<file path="config.mk">
export PLATFORM = sky130hd
export DESIGN_NAME = dms_supervisor
export DESIGN_NICKNAME = d
export VERILOG_FILES = /design/src/include/dms_pkg.sv /design/src/rtl/dms_supervisor.sv
export SDC_FILE = /design/constraint.sdc
export NUM_CORES = 1
export LEC_CHECK = 0
export BUFFER_PORTS_ARGS = -buffer_cell sky130_fd_sc_hd__buf_2
export CORE_MARGIN = 3
export CORE_UTILIZATION = 60
export DETAILED_ROUTE_END_ITERATION = 8
export PLACE_DENSITY = 0.78
export SLEW_MARGIN = 5
export SYNTH_ARGS = -nofsm -noshare
export SYNTH_HDL_FRONTEND = slang
export SYNTH_SLANG_ARGS = --single-unit
export TNS_END_PERCENT = 1
</file>
<file path="constraint.sdc">
create_clock -name core_clk -period 5.8 [get_ports core_clk]
set_input_delay 0.29 -clock core_clk [delete_from_list [all_inputs] [get_ports core_clk]]
set_output_delay 0.29 -clock core_clk [all_outputs]
set_load 0.01 [all_outputs]
</file>
<file path="src/include/dms_pkg.sv">
package dms_pkg;

  localparam int unsigned CLK_HZ = 200_000_000;

  // Power-on hold time choices, in microseconds
  localparam longint unsigned HOLD_US_0 = 50_000;
  localparam longint unsigned HOLD_US_1 = 200_000;
  localparam longint unsigned HOLD_US_2 = 400_000;
  localparam longint unsigned HOLD_US_3 = 800_000;
  localparam longint unsigned HOLD_CYC_0 = HOLD_US_0 * (CLK_HZ / 1_000_000);
  localparam longint unsigned HOLD_CYC_1 = HOLD_US_1 * (CLK_HZ / 1_000_000);
  localparam longint unsigned HOLD_CYC_2 = HOLD_US_2 * (CLK_HZ / 1_000_000);
  localparam longint unsigned HOLD_CYC_3 = HOLD_US_3 * (CLK_HZ / 1_000_000);

  // Watchdog interval choices, in microseconds
  localparam longint unsigned WDOG_US_0 = 25_000;
  localparam longint unsigned WDOG_US_1 = 200_000;
  localparam longint unsigned WDOG_US_2 = 1_400_000;
  localparam longint unsigned WDOG_CYC_0 = WDOG_US_0 * (CLK_HZ / 1_000_000);
  localparam longint unsigned WDOG_CYC_1 = WDOG_US_1 * (CLK_HZ / 1_000_000);
  localparam longint unsigned WDOG_CYC_2 = WDOG_US_2 * (CLK_HZ / 1_000_000);

  // Manual reset debounce, in microseconds
  localparam longint unsigned DEBOUNCE_US = 10_000;
  localparam longint unsigned DEBOUNCE_CYC = DEBOUNCE_US * (CLK_HZ / 1_000_000);

  localparam int unsigned CNT_W = 32;

  typedef enum logic [1:0] {
    WDOG_SEL_SHORT = 2'h0,
    WDOG_SEL_MID = 2'h1,
    WDOG_SEL_LONG = 2'h2,
    WDOG_SEL_OFF = 2'h3
  } dms_wdog_sel_e;

  localparam logic [1:0] WDOG_SEL_RESET = 2'h3;

  typedef enum logic [2:0] {
    RST_HOLD = 3'b001,
    RST_COUNT = 3'b010,
    RST_RUN = 3'b100
  } dms_rst_state_e;

  // Comparator decisions from the analog front end
  typedef struct packed {
    logic mainBelowTrip;
    logic mainBelowBattery;
    logic secondBelowTrip;
  } dms_sense_s;

  // Open-drain pin: level out and enable
  typedef struct packed {
    logic out;
    logic oe;
  } dms_od_s;

endpackage

</file>
<file path="src/rtl/dms_supervisor.sv">
// How it works
// (RULE1) Reset held for selected power-on time
// (RULE2) Watchdog interval: three presets or off
// (RULE3) Fault asserts if no restart in interval
// (RULE4) Interval setting kept in nonvolatile store
// (RULE5) Reset while main supply below trip
// (RULE6) Second fail output follows comparator immediately
// (RULE7) Early low flag low while supply low
// (RULE8) Battery feeds backup only below both
// (RULE9) Manual reset input is debounced first
// (RULE10) Manual reset holds reset, then timeout
// (RULE11) Host restart is SDA fall plus stop; code restarts on any cycle with watchdogRestart high, no SDA decode
// (RULE12) Watchdog fault active low open drain
// (RULE13) Disabled setting never raises watchdog fault
`timescale 1ns/1ps

module dms_supervisor
  import dms_pkg::*;
#(
  parameter longint unsigned CYC_PER_MS = CLK_HZ / 1000
)
(
  input wire logic core_clk,
  input wire logic rst,
  input wire dms_sense_s sense,
  input wire logic manual_reset_n,
  input wire logic [1:0] holdSel,
  input wire logic watchdogRestart,
  input wire logic [1:0] nvWatchdogSel,
  input wire logic wdogSelWrite,
  input wire logic [1:0] wdogSelNew,
  output logic [1:0] nvWatchdogSelOut,
  output logic nvWatchdogSelWe,
  output logic systemReset,
  output dms_od_s watchdog_fault_n,
  output dms_od_s early_low_supply_n,
  output dms_od_s second_supply_fail_n,
  output logic backup_power_out
);

  // All timings scale from one timebase
  localparam longint unsigned HOLD_CYC_SEL0 = HOLD_US_0 * CYC_PER_MS / 1000;
  localparam longint unsigned HOLD_CYC_SEL1 = HOLD_US_1 * CYC_PER_MS / 1000;
  localparam longint unsigned HOLD_CYC_SEL2 = HOLD_US_2 * CYC_PER_MS / 1000;
  localparam longint unsigned HOLD_CYC_SEL3 = HOLD_US_3 * CYC_PER_MS / 1000;
  localparam longint unsigned WDOG_CYC_SEL0 = WDOG_US_0 * CYC_PER_MS / 1000;
  localparam longint unsigned WDOG_CYC_SEL1 = WDOG_US_1 * CYC_PER_MS / 1000;
  localparam longint unsigned WDOG_CYC_SEL2 = WDOG_US_2 * CYC_PER_MS / 1000;
  localparam longint unsigned DEBOUNCE_CYCLES = DEBOUNCE_US * CYC_PER_MS / 1000;

  function automatic logic [CNT_W-1:0] holdLimit(input logic [1:0] sel);
    case (sel)
      2'h0: holdLimit = CNT_W'(HOLD_CYC_SEL0);
      2'h1: holdLimit = CNT_W'(HOLD_CYC_SEL1);
      2'h2: holdLimit = CNT_W'(HOLD_CYC_SEL2);
      default: holdLimit = CNT_W'(HOLD_CYC_SEL3);
    endcase
  endfunction

  function automatic logic [CNT_W-1:0] wdogLimit(input logic [1:0] sel);
    case (sel)
      WDOG_SEL_SHORT: wdogLimit = CNT_W'(WDOG_CYC_SEL0);
      WDOG_SEL_MID: wdogLimit = CNT_W'(WDOG_CYC_SEL1);
      WDOG_SEL_LONG: wdogLimit = CNT_W'(WDOG_CYC_SEL2);
      default: wdogLimit = '0;
    endcase
  endfunction

  // Debounce of manual reset
  logic mrStable_q, mrStable_d;
  logic [CNT_W-1:0] dbCnt_q, dbCnt_d;

  always_comb
  begin
    mrStable_d = mrStable_q;
    dbCnt_d = '0;
    if (manual_reset_n != mrStable_q)
    begin
      dbCnt_d = dbCnt_q + CNT_W'(1);
      if (dbCnt_q >= CNT_W'(DEBOUNCE_CYCLES) - CNT_W'(1))
      begin
        mrStable_d = manual_reset_n; // RULE9
        dbCnt_d = '0;
      end
    end
  end

  always_ff @(posedge core_clk)
  begin
    if (rst)
    begin
      mrStable_q <= 1'b1;
      dbCnt_q <= '0;
    end
    else
    begin
      mrStable_q <= mrStable_d;
      dbCnt_q <= dbCnt_d;
    end
  end

  // Reset sequencer
  dms_rst_state_e rstState_q, rstState_d;
  logic [CNT_W-1:0] holdCnt_q, holdCnt_d;
  logic resetCause;

  assign resetCause = sense.mainBelowTrip || !mrStable_q; // RULE5 RULE10

  always_comb
  begin
    rstState_d = rstState_q;
    holdCnt_d = holdCnt_q;
    case (rstState_q)
      RST_HOLD:
      begin
        holdCnt_d = '0;
        if (!resetCause)
          rstState_d = RST_COUNT;
      end
      RST_COUNT:
      begin
        holdCnt_d = holdCnt_q + CNT_W'(1);
        if (resetCause)
          rstState_d = RST_HOLD;
        else if (holdCnt_q >= holdLimit(holdSel) - CNT_W'(1))
          rstState_d = RST_RUN; // RULE1
      end
      RST_RUN:
      begin
        holdCnt_d = '0;
        if (resetCause)
          rstState_d = RST_HOLD;
      end
      default: rstState_d = RST_HOLD;
    endcase
  end

  always_ff @(posedge core_clk)
  begin
    if (rst)
    begin
      rstState_q <= RST_HOLD;
      holdCnt_q <= '0;
    end
    else
    begin
      rstState_q <= rstState_d;
      holdCnt_q <= holdCnt_d;
    end
  end

  assign systemReset = (rstState_q != RST_RUN) || resetCause; // RULE5

  // Watchdog; setting lives in external nonvolatile store
  logic [CNT_W-1:0] wdCnt_q, wdCnt_d;
  logic wdFault_q, wdFault_d;
  logic wdOff;

  assign wdOff = (nvWatchdogSel == WDOG_SEL_OFF); // RULE13
  assign nvWatchdogSelOut = wdogSelNew; // RULE4
  assign nvWatchdogSelWe = wdogSelWrite; // RULE4

  always_comb
  begin
    wdCnt_d = wdCnt_q + CNT_W'(1);
    wdFault_d = wdFault_q;
    if (wdOff || systemReset || wdogSelWrite)
    begin
      wdCnt_d = '0;
      wdFault_d = 1'b0; // RULE13
    end
    else if (watchdogRestart) // RULE11
    begin
      wdCnt_d = '0;
      wdFault_d = 1'b0;
    end
    else if (wdCnt_q >= wdogLimit(nvWatchdogSel) - CNT_W'(1)) // RULE2
    begin
      wdCnt_d = wdCnt_q;
      wdFault_d = 1'b1; // RULE3
    end
  end

  always_ff @(posedge core_clk)
  begin
    if (rst)
    begin
      wdCnt_q <= '0;
      wdFault_q <= 1'b0;
    end
    else
    begin
      wdCnt_q <= wdCnt_d;
      wdFault_q <= wdFault_d;
    end
  end

  always_comb
  begin
    watchdog_fault_n.out = 1'b0;
    watchdog_fault_n.oe = wdFault_q; // RULE12
    early_low_supply_n.out = 1'b0;
    early_low_supply_n.oe = sense.mainBelowTrip; // RULE7
    second_supply_fail_n.out = 1'b0;
    second_supply_fail_n.oe = sense.secondBelowTrip; // RULE6
  end

  // High selects battery
  assign backup_power_out = sense.mainBelowTrip && sense.mainBelowBattery; // RULE8

  a_reset_on_low: assert property (@(posedge core_clk) disable iff (rst)
    sense.mainBelowTrip |-> systemReset) // RULE5
    else $error("reset not asserted with low supply");

  a_mr_holds_reset: assert property (@(posedge core_clk) disable iff (rst)
    !mrStable_q |-> systemReset) // RULE10
    else $error("reset not held during manual reset");

  a_release_after_hold: assert property (@(posedge core_clk) disable iff (rst)
    $fell(systemReset) |-> $past(rstState_q) == RST_COUNT) // RULE1
    else $error("reset released without hold time");

  a_wdog_off_quiet: assert property (@(posedge core_clk) disable iff (rst)
    wdOff |=> !watchdog_fault_n.oe) // RULE13
    else $error("watchdog fault while disabled");

  a_wdog_restart_clears: assert property (@(posedge core_clk) disable iff (rst)
    watchdogRestart |=> !watchdog_fault_n.oe) // RULE3
    else $error("restart did not clear fault");

  a_wdog_fires: assert property (@(posedge core_clk) disable iff (rst)
    (!wdOff && !systemReset && !watchdogRestart && !wdogSelWrite
     && wdCnt_q >= wdogLimit(nvWatchdogSel) - CNT_W'(1)) |=> watchdog_fault_n.oe) // RULE3
    else $error("watchdog fault missing on expiry");

  a_second_fail_now: assert property (@(posedge core_clk)
    second_supply_fail_n.oe == sense.secondBelowTrip) // RULE6
    else $error("second fail output lags comparator");

  a_early_low: assert property (@(posedge core_clk)
    early_low_supply_n.oe == sense.mainBelowTrip && early_low_supply_n.out == 1'b0) // RULE7
    else $error("early low flag wrong");

  a_battery_switch: assert property (@(posedge core_clk)
    backup_power_out |-> sense.mainBelowTrip && sense.mainBelowBattery) // RULE8
    else $error("battery selected wrongly");

  a_debounce_stable: assert property (@(posedge core_clk) disable iff (rst)
    $changed(mrStable_q) |-> mrStable_q == $past(manual_reset_n)) // RULE9
    else $error("debounced level does not match input");

endmodule

</file>
# Word level (Yosys, flattened, before mapping)
# Index checks and enable logic that the tools add are counted.
# Widths: inputs -> output; s select.
[word_totals]
in_bits = 14
word_cells = 54
out_inout_bits = 11
register_bits = 101
[op_classes]
bitwise = 1
n_lt_le_gt_ge = 3
addsub = 5
mux = 12
eq_ne = 13
n_reduce_logical = 14
[op_table]
columns = ["operator", "count"]
rows = [
  ["$mux 32", 4],
  ["$add 32x1->32 const B", 3],
  ["$pmux 29 s3", 1],
  ["$pmux 28 s3", 1],
  ["$ge 32x32->1", 2],
  ["$pmux 32 s2", 1],
  ["$sub 32x1->32 const B", 2],
  ["$ge 32x21->1 const B", 1],
  ["$mux 3", 4],
  ["$pmux 3 s3", 1],
  ["$eq 2x2->1 const B", 3],
  ["$ne 3x3->1 const B", 2],
  ["$reduce_or 3->1", 2],
  ["$eq 2x1->1 const B", 2],
  ["$logic_not 2->1", 2],
  ["$logic_or 1x1->1", 4],
  ["$ne 2x2->1 const B", 2],
  ["$eq 3x1->1 const B", 1],
  ["$eq 3x2->1 const B", 1],
  ["$eq 3x3->1 const B", 1],
  ["$reduce_and 3->1", 1],
  ["$reduce_and 2->1", 1],
  ["$reduce_bool 2->1", 1],
  ["$reduce_or 2->1", 1],
  ["other kinds (4)", 4],
]

# Depth between registers and ports, before layout
[depth]
ltp_word = 9
mapped_depth = 13

# Worst setup path before layout
# No wires, ideal clock.
[synth_timing]
path_type = "in2reg"
startpoint = "in nvWatchdogSel[0]"
endpoint = "reg wdCnt_q[31]"
stages = 12
setup_slack_ps = 2979
setup_time_ps = 70
t_arrival_ps = 2751
t_required_ps = 5730
n_path_buf = 1
path_cell_list = "inv_1 -> ha_1 -> xnor2_1 -> ha_1 -> nand4_1 -> nor4_1 -> and2_4 -> or4_1 -> buf_2 -> or2_4 -> or3_1 -> a21oi_1"
[synth_between]
elab_chain_cells = 6
[synth_lines]
columns = ["item", "line_no", "source"]
rows = [
  ["from (decl)", "dms_supervisor.sv:29", "input wire logic [1:0] nvWatchdogSel,"],
  ["$eq 2x2->1, or another cell as far along", "dms_supervisor.sv:61", "case (sel)"],
  ["$pmux 29 s3", "dms_supervisor.sv:61", ""],
  ["$mux 32", "dms_supervisor.sv:172", "else if (watchdogRestart)"],
  ["$mux 32", "dms_supervisor.sv:167", "if (wdOff || systemReset || wdogSelWrite)"],
  ["$sub 32x1->32", "dms_supervisor.sv:177", "else if (wdCnt_q >= wdogLimit(nvWatchdogSel) - CNT_W'(1))"],
  ["$ge 32x32->1", "dms_supervisor.sv:177", ""],
  ["to (signal assigned)", "dms_supervisor.sv:193", "wdCnt_q <= wdCnt_d;"],
  ["to (decl)", "dms_supervisor.sv:155", "logic [CNT_W-1:0] wdCnt_q, wdCnt_d;"],
]
# Parallel ways exist; a longest one is shown, timed or not. The select of a mux whose other input is x is not followed.
# A chain may end at the register's enable or synchronous reset.

# Worst setup path after layout
[layout_timing]
startpoint = "in nvWatchdogSel[0]"
endpoint = "reg wdCnt_q[3]"
# The elaborated chain is that of the path after synthesis.

==> impl_metrics.ini <==
[yosys]
post_synth_inst_count = 673
number_of_flops_mapped_to_enable_cells_by_yosys = 0
synth.lib_cells_used.distinct = 67
postSynth.asyncResetShare_pct = 0
yosysSeqAreaShare_pct = 35.05
synth-seq-cells = 101
netlist_area_sq_um = 5769
synth-main-ff-cell = sky130_fd_sc_hd__dfxtp_1
yosys.area.top_type_share_pct = 35.05
yosys_warnings = 0
avgSynthCellArea_sq_um = 8.572
most_common_cell_in_the_synthesized_netlist = sky130_fd_sc_hd__dfxtp_1
synth.largest_area_cell = sky130_fd_sc_hd__dfxtp_1
post_synth_most_frequent_cells = sky130_fd_sc_hd__dfxtp_1 (101), sky130_fd_sc_hd__nor2_1 (100), sky130_fd_sc_hd__ha_1 (59)
synth.top_cells.by_area = sky130_fd_sc_hd__dfxtp_1 (35%), sky130_fd_sc_hd__ha_1 (13%), sky130_fd_sc_hd__nor2_1 (6.5%)

[layout]
filler_cell_count = 788
finalNetCount = 755
insertedDiodeCount = 0
drive_above_1_share_pct = 8.443
area_delta_synth_final_pct = 5.899

[detailed_routing]
firstDrtPassIters = 5
routed_wirelength_mm = 11.63
post_drt_wl_per_cell_um = 14.26
drt_drc_violations_left = 0
via_count = 4733
detail_route.vias_per_cell = 5.800
met1_length_mm = 5.135
routed-wl-met2_mm = 5.925
routed.top_layer = met4
detail_route.iter0.violations = 233
drt.antenna.violating_nets = 0
met3WireLength_um = 391

[clock_network]
clk_latency_ns = 0.37
cts_post_setup_buffers_inserted = 0
cts.htree.levels = 3
number_of_buffers_added_to_fix_hold_violations_after_cts = 0
cts.sink_count = 101
clock_path_buffers = 2
ctsResizeCount = 0
clock_tree_from_tritoncts = yes
clk_pin_slew_ns = 0.11
cell_chosen_for_the_clock_root = sky130_fd_sc_hd__clkbuf_8
cts_inserted_buffers = 9

[worst_setup_path]
arrival_ns = 3.47
cp_slowest_stage_delay_ns = 0.95
cp-startpoint = nvWatchdogSel[0]
slowest_stage = sky130_fd_sc_hd__nor4b_2
timing.critical_path.max_delay_family = simple AND/OR/NAND/NOR gates
worst_ep_required_time_ns = 6.06
worstSetupEndpointType = flop
critical-path-top-cell-by-count = sky130_fd_sc_hd__ha_1
largest_fanout_on_the_critical_path = 17
worst-path-buf-inv = 3
path_class = input pin to flop
r2r-start = wdCnt_q[29]$_SDFFE_PP0N_
critical_path.startpoint_type = input pin
crit_chain = buf_2 -> inv_1 -> ha_1 -> xnor2_1 -> ha_1 -> nand4_1 -> nor4_1 -> nor4b_2 -> buf_4 -> or2_4 -> xor2_1 -> nor2_1

[grt]
grt_pass1_wl_mm = 20.69
pin_count_of_the_biggest_net_entering_global_routing = 41
grt_overflow_total = 0
gr-usage-all-layers_pct = 22.48
number_of_global_route_vias_before_repair = 4647
initial_antenna_violation_count = 0

[power]
max-vdd-ir-drop_uv = 150.6
static-leakage-power_uw = 0.002167
p_per_area_nw_per_um2 = 200.2

[placed_design]
place.gp.congestion = 0.8970
port_buffers = 15
dp_hpwl_mm = 8.739

[sta]
fin_worst_skew_ns = 0.01419
grt_setup_unrepaired = false
max_slew.worst_pin.slew_ns = 1.113
post-route-min-period_ns = 3.204
post-route-period-util_pct = 55.24
timing.final.setup_violations = 0
timing_max_transition_violations_final = 0
worst_hold_slack_ns = 0.1688
slew-limit-headroom_pct = 25.59
final.setup.tns_ns = 0
final_hold_violation_count = 0
fmax_mhz = 312.1

[die]
chipWidth_um = 104.1
floorplan_row_count = 35
initial_utilization_pct = 62.14
die_area_sq_um = 10830
ios = 25
y_dimension_of_the_die_um = 104.1
design.core.area_sq_um = 9284

[worst_hold_path]
timing.hold.worst.start = manual_reset_n
hold_path_class = input pin to flop

[status]
run_status = completed

[flow_run]
maxCapViolations = 0
cell families (layout without fill, tap and decap cells):
group           Yosys count  in the layout  share of synthesized area [%]
other cells               1             14                        0.06500
compound gates           88             88                          9.347
flops                   101            101                          35.05
buf+inv                  48             49                          4.055
simple gates            311            311                          28.41
xor+xnor                 54             54                          8.198
fa+ha+maj                59             59                          12.80
mux                      11             11                          2.082
power breakdown:
part	internal [uW]	switching, uW	leakage (uW)
Clock	176	277	0.000106
Sequential	698	2.27	0.000818
Combinational	23.9	46.0	0.00124
Total	898	325	0.00217
per-stage QoR:
stage	total power (uW)	cells	setup slack [ns]	util, %	cell area [sq um]
finish	1223	816	2.596	65.81	6110
global route	1278	816	2.318	65.81	6110
CTS	1239	816	2.595	65.81	6110
detailed placement	786.1	800	2.215	63.57	5902
global placement	782.7	800	2.383	63.57	5902
floorplan	769.5	686	2.979	-	5818
layout make-up:
class	instances	area (sq um)	area share [%]
Multi-Input combinational cell	537	3568	58.41
Sequential cell	101	2022	33.09
Tap cell	129	161.4	2.642
Clock buffer	9	123.9	2.027
Timing Repair Buffer	17	90.09	1.475
Clock inverter	7	83.83	1.372
Inverter	16	60.06	0.9830
path summary, 6_finish.rpt:
check | cells past startpoint | slack [ns] | end
hold reg to reg | 2 | 0.45 | wdFault_q$_SDFFE_PP0P_
setup / recovery | 12 | 2.60 | wdCnt_q[3]$_SDFFE_PP0N_
setup reg to reg | 8 | 2.80 | wdCnt_q[3]$_SDFFE_PP0N_
hold / removal | 2 | 0.17 | mrStable_q$_SDFFE_PP1P_
state kept, by name, summed over array words and instances (netlist names):
signal      count
mrStable_q      1
dbCnt_q        32
rstState_q      3
holdCnt_q      32
wdCnt_q        32
wdFault_q       1
cells in the final DEF (no fill, tap or decap), types with 3 or more instances in the layout:
master | synthesis | routed
sky130_fd_sc_hd__xnor2_1 | 41 | 41
sky130_fd_sc_hd__a211oi_1 | 4 | 4
sky130_fd_sc_hd__nand3_1 | 40 | 40
sky130_fd_sc_hd__nor2_1 | 100 | 100
sky130_fd_sc_hd__a21o_1 | 3 | 3
sky130_fd_sc_hd__o211ai_1 | 3 | 3
sky130_fd_sc_hd__or3_1 | 8 | 8
sky130_fd_sc_hd__clkbuf_8 | 0 | 9
sky130_fd_sc_hd__xor2_1 | 13 | 13
sky130_fd_sc_hd__nor3b_1 | 4 | 4
sky130_fd_sc_hd__conb_1 | 1 | 14
sky130_fd_sc_hd__a31oi_1 | 4 | 4
sky130_fd_sc_hd__inv_1 | 16 | 16
sky130_fd_sc_hd__nand2b_1 | 4 | 4
sky130_fd_sc_hd__nand2_1 | 48 | 48
sky130_fd_sc_hd__nor4_1 | 10 | 10
sky130_fd_sc_hd__nor4b_1 | 7 | 6
sky130_fd_sc_hd__nor4_2 | 4 | 4
sky130_fd_sc_hd__dfxtp_1 | 101 | 101
sky130_fd_sc_hd__and3_1 | 13 | 13
sky130_fd_sc_hd__ha_1 | 59 | 59
sky130_fd_sc_hd__nand4_1 | 20 | 20
sky130_fd_sc_hd__buf_2 | 4 | 15
sky130_fd_sc_hd__o21ai_0 | 18 | 18
sky130_fd_sc_hd__and4_1 | 3 | 3
sky130_fd_sc_hd__nor2b_1 | 7 | 7
sky130_fd_sc_hd__mux2i_1 | 3 | 3
sky130_fd_sc_hd__mux2_2 | 5 | 5
sky130_fd_sc_hd__a21oi_1 | 36 | 36
sky130_fd_sc_hd__or4_1 | 6 | 6
sky130_fd_sc_hd__nor3_1 | 19 | 19
sky130_fd_sc_hd__mux2_1 | 3 | 3
sky130_fd_sc_hd__inv_8 | 0 | 3
per-layer routing:
| metal | global-route usage [%] | vias up |
|---|---|---|
| met5 | 0 | - |
| met4 | 6.363 | 0 |
| met3 | 4.780 | 16 |
| met2 | 40.20 | 87 |
| met1 | 27.19 | 2251 |
| li1 | - | 2379 |
Note: power is estimated with default switching activity, not from simulation.
